### src/core/port_io_cfg.svh
`ifndef PORT_IO_CFG_SVH
`define PORT_IO_CFG_SVH

// ***************************************************
// Register offsets (word index on the plain port)
// ***************************************************
`define GP_OUT_DATA_ADDR  4'h0
`define GP_DIR_ADDR       4'h1
`define PORT_MODE_ADDR    4'h2
`define GP_IN_ADDR        4'h3
`define INP_IN_ADDR       4'h4
`define IRQ_STATUS_ADDR   4'h5
`define IRQ_MASK_ADDR     4'h6

// ***************************************************
// Mode register field positions
// ***************************************************
`define MODE_OPEN_DRAIN_BIT 0
`define MODE_ANALOG_BIT     1
`define MODE_STOP_BIT       2

// ***************************************************
// Reset values
// ***************************************************
`define GP_OUT_DATA_RST 8'h00
`define GP_DIR_RST      8'h00
`define PORT_MODE_RST   3'h0
`define IRQ_MASK_RST    4'h0

// ***************************************************
// Timing counts
// ***************************************************
`define SYNC_STAGES 2

`endif

### src/core/port_io_pkg.sv
package port_io_pkg;

	// Drive style shared by all output lines of the general port
	typedef enum logic {
		DRIVE_PUSH_PULL,
		DRIVE_OPEN_DRAIN
	} drive_mode_t;

	// Source selection for the first two input lines; the third stays digital
	typedef enum logic {
		INPUT_DIGITAL,
		INPUT_ANALOG
	} input_mode_t;

endpackage

### src/core/bit_sync.sv
`timescale 1ns/10ps
`include "port_io_cfg.svh"

// ***************************************************
// Two-stage synchroniser for a vector of levels
// ***************************************************
module bit_sync #(
	parameter int WIDTH = 1
) (
	// Clock and reset
	input  wire logic             mclk_in,
	input  wire logic             reset_n_in,
	// Asynchronous levels in
	input  wire logic [WIDTH-1:0] async_in,
	// Synchronised levels out
	output logic      [WIDTH-1:0] sync_out
);

	initial begin
		if (WIDTH < 1)
			$error("bit_sync: WIDTH must be at least 1");
	end

	logic [WIDTH-1:0] stage1;      // First stage, read only by stage two
	logic [WIDTH-1:0] next_stage1; // Next value of first stage
	logic [WIDTH-1:0] next_sync;   // Next value of second stage

	// Next values: reset clears both stages
	always_comb begin
		if (!reset_n_in) begin
			next_stage1 = '0;
			next_sync   = '0;
		end else begin
			next_stage1 = async_in;
			next_sync   = stage1;
		end
	end

	// Register both stages
	always_ff @(posedge mclk_in) begin
		stage1   <= next_stage1;
		sync_out <= next_sync;
	end

endmodule

### src/core/edge_detect.sv
`timescale 1ns/10ps

// ***************************************************
// Rise and fall detector for synchronised levels
// ***************************************************
module edge_detect #(
	parameter int WIDTH = 1
) (
	// Clock and reset
	input  wire logic             mclk_in,
	input  wire logic             reset_n_in,
	// Synchronised levels
	input  wire logic [WIDTH-1:0] level_in,
	// One-cycle edge pulses
	output logic      [WIDTH-1:0] rise_out,
	output logic      [WIDTH-1:0] fall_out
);

	initial begin
		if (WIDTH < 1)
			$error("edge_detect: WIDTH must be at least 1");
	end

	logic [WIDTH-1:0] last;      // Level one cycle ago
	logic [WIDTH-1:0] next_last; // Next held level

	// Hold previous level; reset clears it
	always_comb begin
		next_last = reset_n_in ? level_in : '0;
	end

	always_ff @(posedge mclk_in) begin
		last <= next_last;
	end

	// Combinational pulses, one cycle per edge
	assign rise_out = level_in & ~last;
	assign fall_out = ~level_in & last;

endmodule

### src/core/port_io_comparator_irq.sv
// Notes on behaviour
// - Eight bidirectional general port lines
// - Each general line direction set independently
// - One global push-pull or open-drain setting
// - Three input-only lines, no drivers
// - First two input lines digital or analog by software
// - Input lines feed interrupts and timer input
// - Two comparators share third line reference
// - Second comparator requests on both edges
// - First comparator requests on falling edge
// - Analog mode outside stop: comparator results replace pins
// - Comparators off: reference line requests on falling edge again
// - Comparators unpowered during stop state
// - Requests 0..3 mapped to documented edges
`timescale 1ns/10ps
`include "port_io_cfg.svh"

module port_io_comparator_irq #(
	parameter int GP_WIDTH  = 8,
	parameter int INP_WIDTH = 3
) (
	// Clock and reset
	input  wire logic                 mclk_in,
	input  wire logic                 reset_n_in,
	// Register port
	input  wire logic [3:0]           reg_addr_in,
	input  wire logic [7:0]           reg_wdata_in,
	input  wire logic                 reg_wr_in,
	input  wire logic                 reg_rd_in,
	output logic      [7:0]           reg_rdata_out,
	// General port lines
	input  wire logic [GP_WIDTH-1:0]  general_port_lines_in,
	output logic      [GP_WIDTH-1:0]  general_port_lines_out,
	output logic      [GP_WIDTH-1:0]  general_port_lines_oe_n_out,
	// Input port lines, digital levels
	input  wire logic [INP_WIDTH-1:0] input_port_lines_in,
	// Analog comparator results from the pad macro
	input  wire logic                 first_compare_in,
	input  wire logic                 second_compare_in,
	// Analog front end control
	output logic                      comparator_power_out,
	output logic                      analog_select_out,
	// Request pulses, timer input and interrupt
	output logic      [3:0]           external_interrupt_requests_out,
	output logic                      timer_input_out,
	output logic                      irq_out
);

	initial begin
		if (GP_WIDTH != 8 || INP_WIDTH != 3)
			$error("port_io: only 8 general and 3 input lines");
		if (`SYNC_STAGES != 2)
			$error("port_io: synchronisers are two stages deep");
	end

	// ***************************************************
	// Register state
	// ***************************************************
	logic [GP_WIDTH-1:0] gp_out_data;      // Output latch
	logic [GP_WIDTH-1:0] gp_dir;           // 1 = output
	logic [2:0]          port_mode;        // Drive, analog, stop
	logic [3:0]          irq_status;       // Sticky request bits
	logic [3:0]          irq_mask;         // Enables for irq_out
	logic [GP_WIDTH-1:0] next_gp_out_data;
	logic [GP_WIDTH-1:0] next_gp_dir;
	logic [2:0]          next_port_mode;
	logic [3:0]          next_irq_status;
	logic [3:0]          next_irq_mask;
	logic [7:0]          next_rdata;

	// ***************************************************
	// Mode decode
	// ***************************************************
	// The mode register holds three loose control bits. Drive style
	// applies to every output line at once; there is no per-line
	// choice. Analog selection and the stop bit together decide
	// whether the comparator pair counts at all.
	// Decoded mode fields
	port_io_pkg::drive_mode_t drive_mode;
	port_io_pkg::input_mode_t input_mode;
	logic                     stop_state;

	assign drive_mode = port_io_pkg::drive_mode_t'(
		port_mode[`MODE_OPEN_DRAIN_BIT]);
	assign input_mode = port_io_pkg::input_mode_t'(
		port_mode[`MODE_ANALOG_BIT]);
	assign stop_state = port_mode[`MODE_STOP_BIT];

	// ***************************************************
	// Synchronisers and edge detection
	// ***************************************************
	logic [GP_WIDTH-1:0]  gp_sync;   // General lines, synchronised
	logic [INP_WIDTH-1:0] inp_sync;  // Digital input lines
	logic [1:0]           cmp_sync;  // Comparator 1 and 2 results
	logic [INP_WIDTH-1:0] src_level; // Selected line levels
	logic [INP_WIDTH-1:0] src_rise;
	logic [INP_WIDTH-1:0] src_fall;
	logic                 cmp_active; // Comparators powered, analog

	// Every pin level is asynchronous to the clock, so nothing reads
	// it before two flops. The cost is a fixed latency of two cycles
	// on every read and every request, which software never sees as
	// anything but a slightly later event.
	bit_sync #(.WIDTH(GP_WIDTH)) u_gp_sync (
		.mclk_in    (mclk_in),
		.reset_n_in (reset_n_in),
		.async_in   (general_port_lines_in),
		.sync_out   (gp_sync)
	);

	// Pins and comparator results are both synchronised
	bit_sync #(.WIDTH(INP_WIDTH + 2)) u_inp_sync (
		.mclk_in    (mclk_in),
		.reset_n_in (reset_n_in),
		.async_in   ({second_compare_in, first_compare_in,
		               input_port_lines_in}),
		.sync_out   ({cmp_sync, inp_sync})
	);

	// Comparators only count while powered; in stop they are dead
	// Stop takes priority over analog: an unpowered comparator gives
	// no trustworthy result, so the lines fall back to their pins.
	assign cmp_active = (input_mode == port_io_pkg::INPUT_ANALOG)
	                    && !stop_state;

	// Select comparator results or raw pins per line
	always_comb begin
		src_level = inp_sync;
		if (cmp_active) begin
			src_level[0] = cmp_sync[0];
			src_level[1] = cmp_sync[1];
		end
		// Reference line always stays a digital input
		src_level[2] = inp_sync[2];
	end

	// Edges are taken on the selected level, once per change
	edge_detect #(.WIDTH(INP_WIDTH)) u_edges (
		.mclk_in    (mclk_in),
		.reset_n_in (reset_n_in),
		.level_in   (src_level),
		.rise_out   (src_rise),
		.fall_out   (src_fall)
	);

	// ***************************************************
	// Request mapping
	// ***************************************************
	logic [3:0] req_now; // Combinational request pulses

	// A pin change shows as a request three edges later: two for the
	// synchroniser, one for the output register; the edge detector is
	// combinational. The status bit is set at the same edge as the pulse,
	// so the level interrupt follows one cycle after it.

	// Request 1 is suppressed while the line serves as reference
	always_comb begin
		req_now[0] = src_fall[1];
		req_now[1] = src_fall[2] && !cmp_active;
		req_now[2] = src_fall[0];
		req_now[3] = src_rise[1];
	end

	// ***************************************************
	// Helpers
	// ***************************************************
	// Widens a four-bit field to a read byte with zero upper bits
	function automatic logic [7:0] pad_nibble(input logic [3:0] v);
		pad_nibble = {4'h0, v};
	endfunction

	// Widens an input-line vector to a read byte
	function automatic logic [7:0] pad_lines(
		input logic [INP_WIDTH-1:0] v);
		pad_lines = {{(8-INP_WIDTH){1'b0}}, v};
	endfunction

	// ***************************************************
	// Register port: next values
	// ***************************************************
	always_comb begin
		next_gp_out_data = gp_out_data;
		next_gp_dir      = gp_dir;
		next_port_mode   = port_mode;
		next_irq_mask    = irq_mask;
		next_irq_status  = irq_status;
		next_rdata       = 8'h00;
		// Read side: data valid the cycle after the strobe
		if (reg_rd_in) begin
			case (reg_addr_in)
			`GP_OUT_DATA_ADDR: next_rdata = gp_out_data;
			`GP_DIR_ADDR:      next_rdata = gp_dir;
			`PORT_MODE_ADDR:   next_rdata = {5'h00, port_mode};
			`GP_IN_ADDR:       next_rdata = gp_sync;
			`INP_IN_ADDR:      next_rdata = pad_lines(src_level);
			`IRQ_STATUS_ADDR: begin
				next_rdata      = pad_nibble(irq_status);
				next_irq_status = 4'h0; // Clear on read
			end
			`IRQ_MASK_ADDR:    next_rdata = pad_nibble(irq_mask);
			default:           next_rdata = 8'h00;
			endcase
		end
		// Write side; unmapped addresses are ignored
		if (reg_wr_in) begin
			case (reg_addr_in)
			`GP_OUT_DATA_ADDR: next_gp_out_data = reg_wdata_in;
			`GP_DIR_ADDR:      next_gp_dir = reg_wdata_in;
			`PORT_MODE_ADDR:   next_port_mode = reg_wdata_in[2:0];
			`IRQ_MASK_ADDR:    next_irq_mask = reg_wdata_in[3:0];
			default:           next_gp_dir = gp_dir;
			endcase
		end
		// A new event wins over a clear in the same cycle. Losing it
		// would hide an edge that software can never see again, while
		// a bit seen twice only costs one extra status read.
		next_irq_status = next_irq_status | req_now;
		if (!reset_n_in) begin
			next_gp_out_data = `GP_OUT_DATA_RST;
			next_gp_dir      = `GP_DIR_RST;
			next_port_mode   = `PORT_MODE_RST;
			next_irq_mask    = `IRQ_MASK_RST;
			next_irq_status  = 4'h0;
			next_rdata       = 8'h00;
		end
	end

	// Register the port state; reset is folded into the next values,
	// so this process only copies them
	always_ff @(posedge mclk_in) begin
		gp_out_data   <= next_gp_out_data;
		gp_dir        <= next_gp_dir;
		port_mode     <= next_port_mode;
		irq_mask      <= next_irq_mask;
		irq_status    <= next_irq_status;
		reg_rdata_out <= next_rdata;
	end

	// ***************************************************
	// Pin drivers and registered outputs
	// ***************************************************
	logic [GP_WIDTH-1:0] next_pin_out;
	logic [GP_WIDTH-1:0] next_pin_oe_n;
	logic [3:0]          next_req;
	logic                next_timer;
	logic                next_irq;
	logic                next_power;
	logic                next_analog;

	logic [GP_WIDTH-1:0] line_drive; // Level each line would drive
	logic [GP_WIDTH-1:0] line_oe_n;  // Per-line enable, low = driving
	logic                open_drain; // Shared drive style, one for all

	// One global style for every output line
	assign open_drain = (drive_mode == port_io_pkg::DRIVE_OPEN_DRAIN);

	// Each line decides alone from its own direction bit, so one
	// line set to input never disturbs its neighbours. Open drain
	// only ever pulls low: a one releases the line to the board.
	genvar gi;
	generate
		for (gi = 0; gi < GP_WIDTH; gi++) begin : g_line
			// Drive value: latch in push-pull, zero in open drain
			assign line_drive[gi] = open_drain ? 1'b0
				: gp_out_data[gi];
			// Enable: any output in push-pull, zeros in open drain
			assign line_oe_n[gi] = open_drain
				? ~(gp_dir[gi] & ~gp_out_data[gi])
				: ~gp_dir[gi];
		end
	endgenerate

	// Registered outputs take the per-line decision
	always_comb begin
		next_pin_out  = line_drive;
		next_pin_oe_n = line_oe_n;
		// Input lines have no drivers at all
		next_req    = req_now;
		next_timer  = src_level[0];
		next_irq    = |(irq_status & irq_mask);
		next_power  = cmp_active;
		next_analog = input_mode == port_io_pkg::INPUT_ANALOG;
		if (!reset_n_in) begin
			next_pin_out  = {GP_WIDTH{1'b0}};
			next_pin_oe_n = {GP_WIDTH{1'b1}};
			next_req      = 4'h0;
			next_timer    = 1'b0;
			next_irq      = 1'b0;
			next_power    = 1'b0;
			next_analog   = 1'b0;
		end
	end

	// Every output leaves straight from a flop, so the pads and the
	// interrupt controller never see a combinational glitch; the
	// price is one more cycle of latency on each of them.
	always_ff @(posedge mclk_in) begin
		general_port_lines_out          <= next_pin_out;
		general_port_lines_oe_n_out     <= next_pin_oe_n;
		external_interrupt_requests_out <= next_req;
		timer_input_out                 <= next_timer;
		irq_out                         <= next_irq;
		comparator_power_out            <= next_power;
		analog_select_out               <= next_analog;
	end

endmodule

### config.mk
export PLATFORM = sky130hd
export DESIGN_NAME = port_io_comparator_irq
export DESIGN_NICKNAME = d
export VERILOG_FILES = /design/src/core/port_io_pkg.sv /design/src/core/bit_sync.sv /design/src/core/edge_detect.sv /design/src/core/port_io_comparator_irq.sv
export VERILOG_INCLUDE_DIRS = /design/src /design/src/core
export SDC_FILE = /design/constraint.sdc
export NUM_CORES = 1
export LEC_CHECK = 0
export BUFFER_PORTS_ARGS = -buffer_cell sky130_fd_sc_hd__buf_2
export CAP_MARGIN = 20
export CORE_MARGIN = 10
export CORE_UTILIZATION = 54
export DETAILED_ROUTE_END_ITERATION = 10
export GPL_ROUTABILITY_DRIVEN = 1
export PLACE_DENSITY_LB_ADDON = 0.2
export SKIP_LAST_GASP = 1
export SYNTH_ARGS = -nofsm -noshare
export SYNTH_HDL_FRONTEND = slang
export SYNTH_SLANG_ARGS = --single-unit
### constraint.sdc
create_clock -name mclk_in -period 1.6 [get_ports mclk_in]
set_input_delay 0.32 -clock mclk_in [delete_from_list [all_inputs] [get_ports mclk_in]]
set_output_delay 0.32 -clock mclk_in [all_outputs]
set_load 0.02 [all_outputs]
==> impl_metrics.env <==
export IMPL_fmax_mhz=756
export IMPL_cts_repair_resized=0
export IMPL_gr_usage_all_layers_pct=14.5
export IMPL_powerDensity_mw_per_mm2=1050
export IMPL_drc_errors=0
export IMPL_slew_headroom_pct=67.3
export IMPL_crit_path_start_kind="flop"
export IMPL_grt_pass1_wl_mm=10.4
export IMPL_area_delta_synth_final_pct=17.8
export IMPL_portBuffers=60
export IMPL_hpwl_mm=4.81
export IMPL_wirelength_mm=6.48
export IMPL_place_area_mm2=0.00346
export IMPL_cts_tree="yes"
export IMPL_worstMarginPinSlew_ps=489
export IMPL_cts_setup_buffers=0
export IMPL_drive_above_1_share_pct=26.8
export IMPL_die_area_mm2=0.00916
export IMPL_fin_util_pct=65.9
export IMPL_first_global_vias=2057
export IMPL_hold_buffers=0
export IMPL_synth_nets=314
export IMPL_worstPathMaxFanout=4
export IMPL_whs_ps=182
export IMPL_setup_viol=0
export IMPL_die_w_um=95.7
export IMPL_worstSetupPathType="reg2reg"
export IMPL_clock_root_buffer="clkbuf_8"
export IMPL_place_ws_ps=24.8
export IMPL_clock_sinks=87
export IMPL_grt_overflow_total=0
export IMPL_ys_warnings_count=0
export IMPL_irDropWorstVdd_mv=0.824
export IMPL_synth_top_area_cell="dfxtp_1"
export IMPL_cp_arrival_ps=1560
export IMPL_ys_top_cells_by_area="dfxtp_1 56%, mux2i_1 11%, and2_1 7.3%, nor2b_1 5.7%, nand3_1 2.1%"
export IMPL_yosysSeqAreaShare_pct=56.2
export IMPL_rsz0062_at_grt="no"
export IMPL_leakage_nw=1.71
export IMPL_synthTopCellsByCount="87 x dfxtp_1, 36 x and2_1, 34 x mux2i_1"
export IMPL_drv_cap=0
export IMPL_final_setup_tns_ps=0
export IMPL_start_util_pct=55.9
export IMPL_ioPinCount=61
export IMPL_htree_levels=3
export IMPL_antenna_found_initial=0
export IMPL_core_area_mm2=0.00554
export IMPL_outcome="finished clean"
export IMPL_cts_buffers=9
export IMPL_ys_ff_latch=87
export IMPL_yosysMostFrequentCell="dfxtp_1"
export IMPL_place_congestion=0.869
export IMPL_synth_distinct_cells=39
export IMPL_fin_nets=379
export IMPL_diodes=0
export IMPL_final_area_mm2=0.00365
export IMPL_synthesis_area_mm2=0.00310
export IMPL_drtIter0Drc=97
export IMPL_min_path_type="in2reg"
export IMPL_antenna_left=0
export IMPL_endpoint_kind="flop"
export IMPL_skew_ps=13.2
export IMPL_wl_per_cell_um=15.2
export IMPL_drv_slew=0
export IMPL_finalCritPeriodShare_pct=82.7
export IMPL_fillers=470
export IMPL_clkTransAtPathRegs_ps=90
export IMPL_hold_viol_final=0
export IMPL_synthFlopType="dfxtp_1"
export IMPL_synth_top_area_share_pct=56.2
export IMPL_rrSetupSlack_ps=280
export IMPL_viasPerCell=5.05
export IMPL_cts_buffer_depth=2
export IMPL_die_h_um=95.7
export IMPL_firstDrtPassIters=4
export IMPL_vias=2158
export IMPL_min_period_ps=1320
export IMPL_rows=27
export IMPL_synthArstFlopShare_pct=0
export IMPL_avgSynthCellArea_um2=10.9
export IMPL_clock_latency_ps=340
export IMPL_syn_instance_count=285
export IMPL_setup_ws_ps=277
export IMPL_synth_edf_count=0
export IMPL_worstPathRequired_ps=1840
export IMPL_grt_max_degree=27
-- critical path: stages (launching register included) --
cell      delay (ps)
dfxtp_1          410
nand2b_2         140
mux2i_1          180
or2_2            290
a21oi_1          210
-- final timing paths --
path / to / start / cells past startpoint
max: reg_rdata_out[0]$_SDFF_PN0_ / port_mode[1]$_SDFFE_PN0P_ / 4
min: u_inp_sync.stage1[1]$_SDFF_PN0_ / input_port_lines_in[1] / 2
max reg2reg: reg_rdata_out[0]$_SDFF_PN0_ / port_mode[1]$_SDFFE_PN0P_ / 4
min reg2reg: general_port_lines_oe_n_out[5]$_SDFF_PN1_ / gp_dir[5]$_SDFFE_PN0P_ / 1
-- power by group --
| part | switching [mW] | internal (mW) |
|---|---|---|
| clock | 0.732 | 0.646 |
| sequential | 0.0192 | 2.21 |
| combinational | 0.125 | 0.102 |
-- layout make-up --
class,count,area (um2),area share [%]
sequential,87,1740,47.7
multi-input combinational,182,1260,34.6
timing repair buffer,69,368,10.1
clock buffer,11,151,4.15
tap,72,90.1,2.47
clock inverter,5,32.5,0.892
inverter,1,3.75,0.103
-- cells in the final DEF, fill, tap and decap left out, types with 4 or more instances in the layout --
cell type / synthesis / routed
a21o_1: 5 / 5
a31oi_1: 7 / 7
and2_1: 36 / 36
and3_1: 4 / 4
buf_2: 3 / 60
buf_4: 2 / 9
clkbuf_8: 0 / 11
dfxtp_1: 87 / 87
mux2i_1: 34 / 34
nand2_1: 9 / 9
nand3_1: 13 / 13
nor2_1: 11 / 11
nor2b_1: 28 / 28
-- state kept, by name, indices dropped and copies added (netlist names), 3 cells and up --
name                             cells
u_gp_sync.sync_out                   8
u_gp_sync.stage1                     8
general_port_lines_out               8
reg_rdata_out                        8
port_mode                            3
external_interrupt_requests_out      4
u_edges.last                         3
gp_out_data                          8
gp_dir                               8
u_inp_sync.stage1                    5
general_port_lines_oe_n_out          8
irq_mask                             4
irq_status                           4
u_inp_sync.sync_out                  5
-- kinds of logic (layout without fill, tap and decap cells) --
kind of cell / count (synthesis) / after routing / share of synthesized area (%)
and+or+nand+nor: 122 / 122 / 23.6
DFF: 87 / 87 / 56.2
muxes: 35 / 35 / 11.4
AOI/OAI and AO/OA: 25 / 25 / 5.82
buffers and inverters: 16 / 86 / 3.03
-- per-layer routing --
| layer | up-vias | GRT usage [%] | wire [um] |
|---|---|---|---|
| li1 | 1098 | - | - |
| met1 | 997 | 18.8 | 3070 |
| met2 | 52 | 22.0 | 2900 |
| met3 | 11 | 4.44 | 393 |
| met4 | 0 | 6.27 | 117 |
| met5 | - | 0 | 0 |
-- through the flow --
step	total power [mW]	instances
after floorplan	2.43	285
after global placement	2.51	411
after detailed placement	2.51	411
after CTS	3.88	427
after global routing	4.02	427
final	3.84	427
Note: power is estimated with default switching activity, not from simulation.
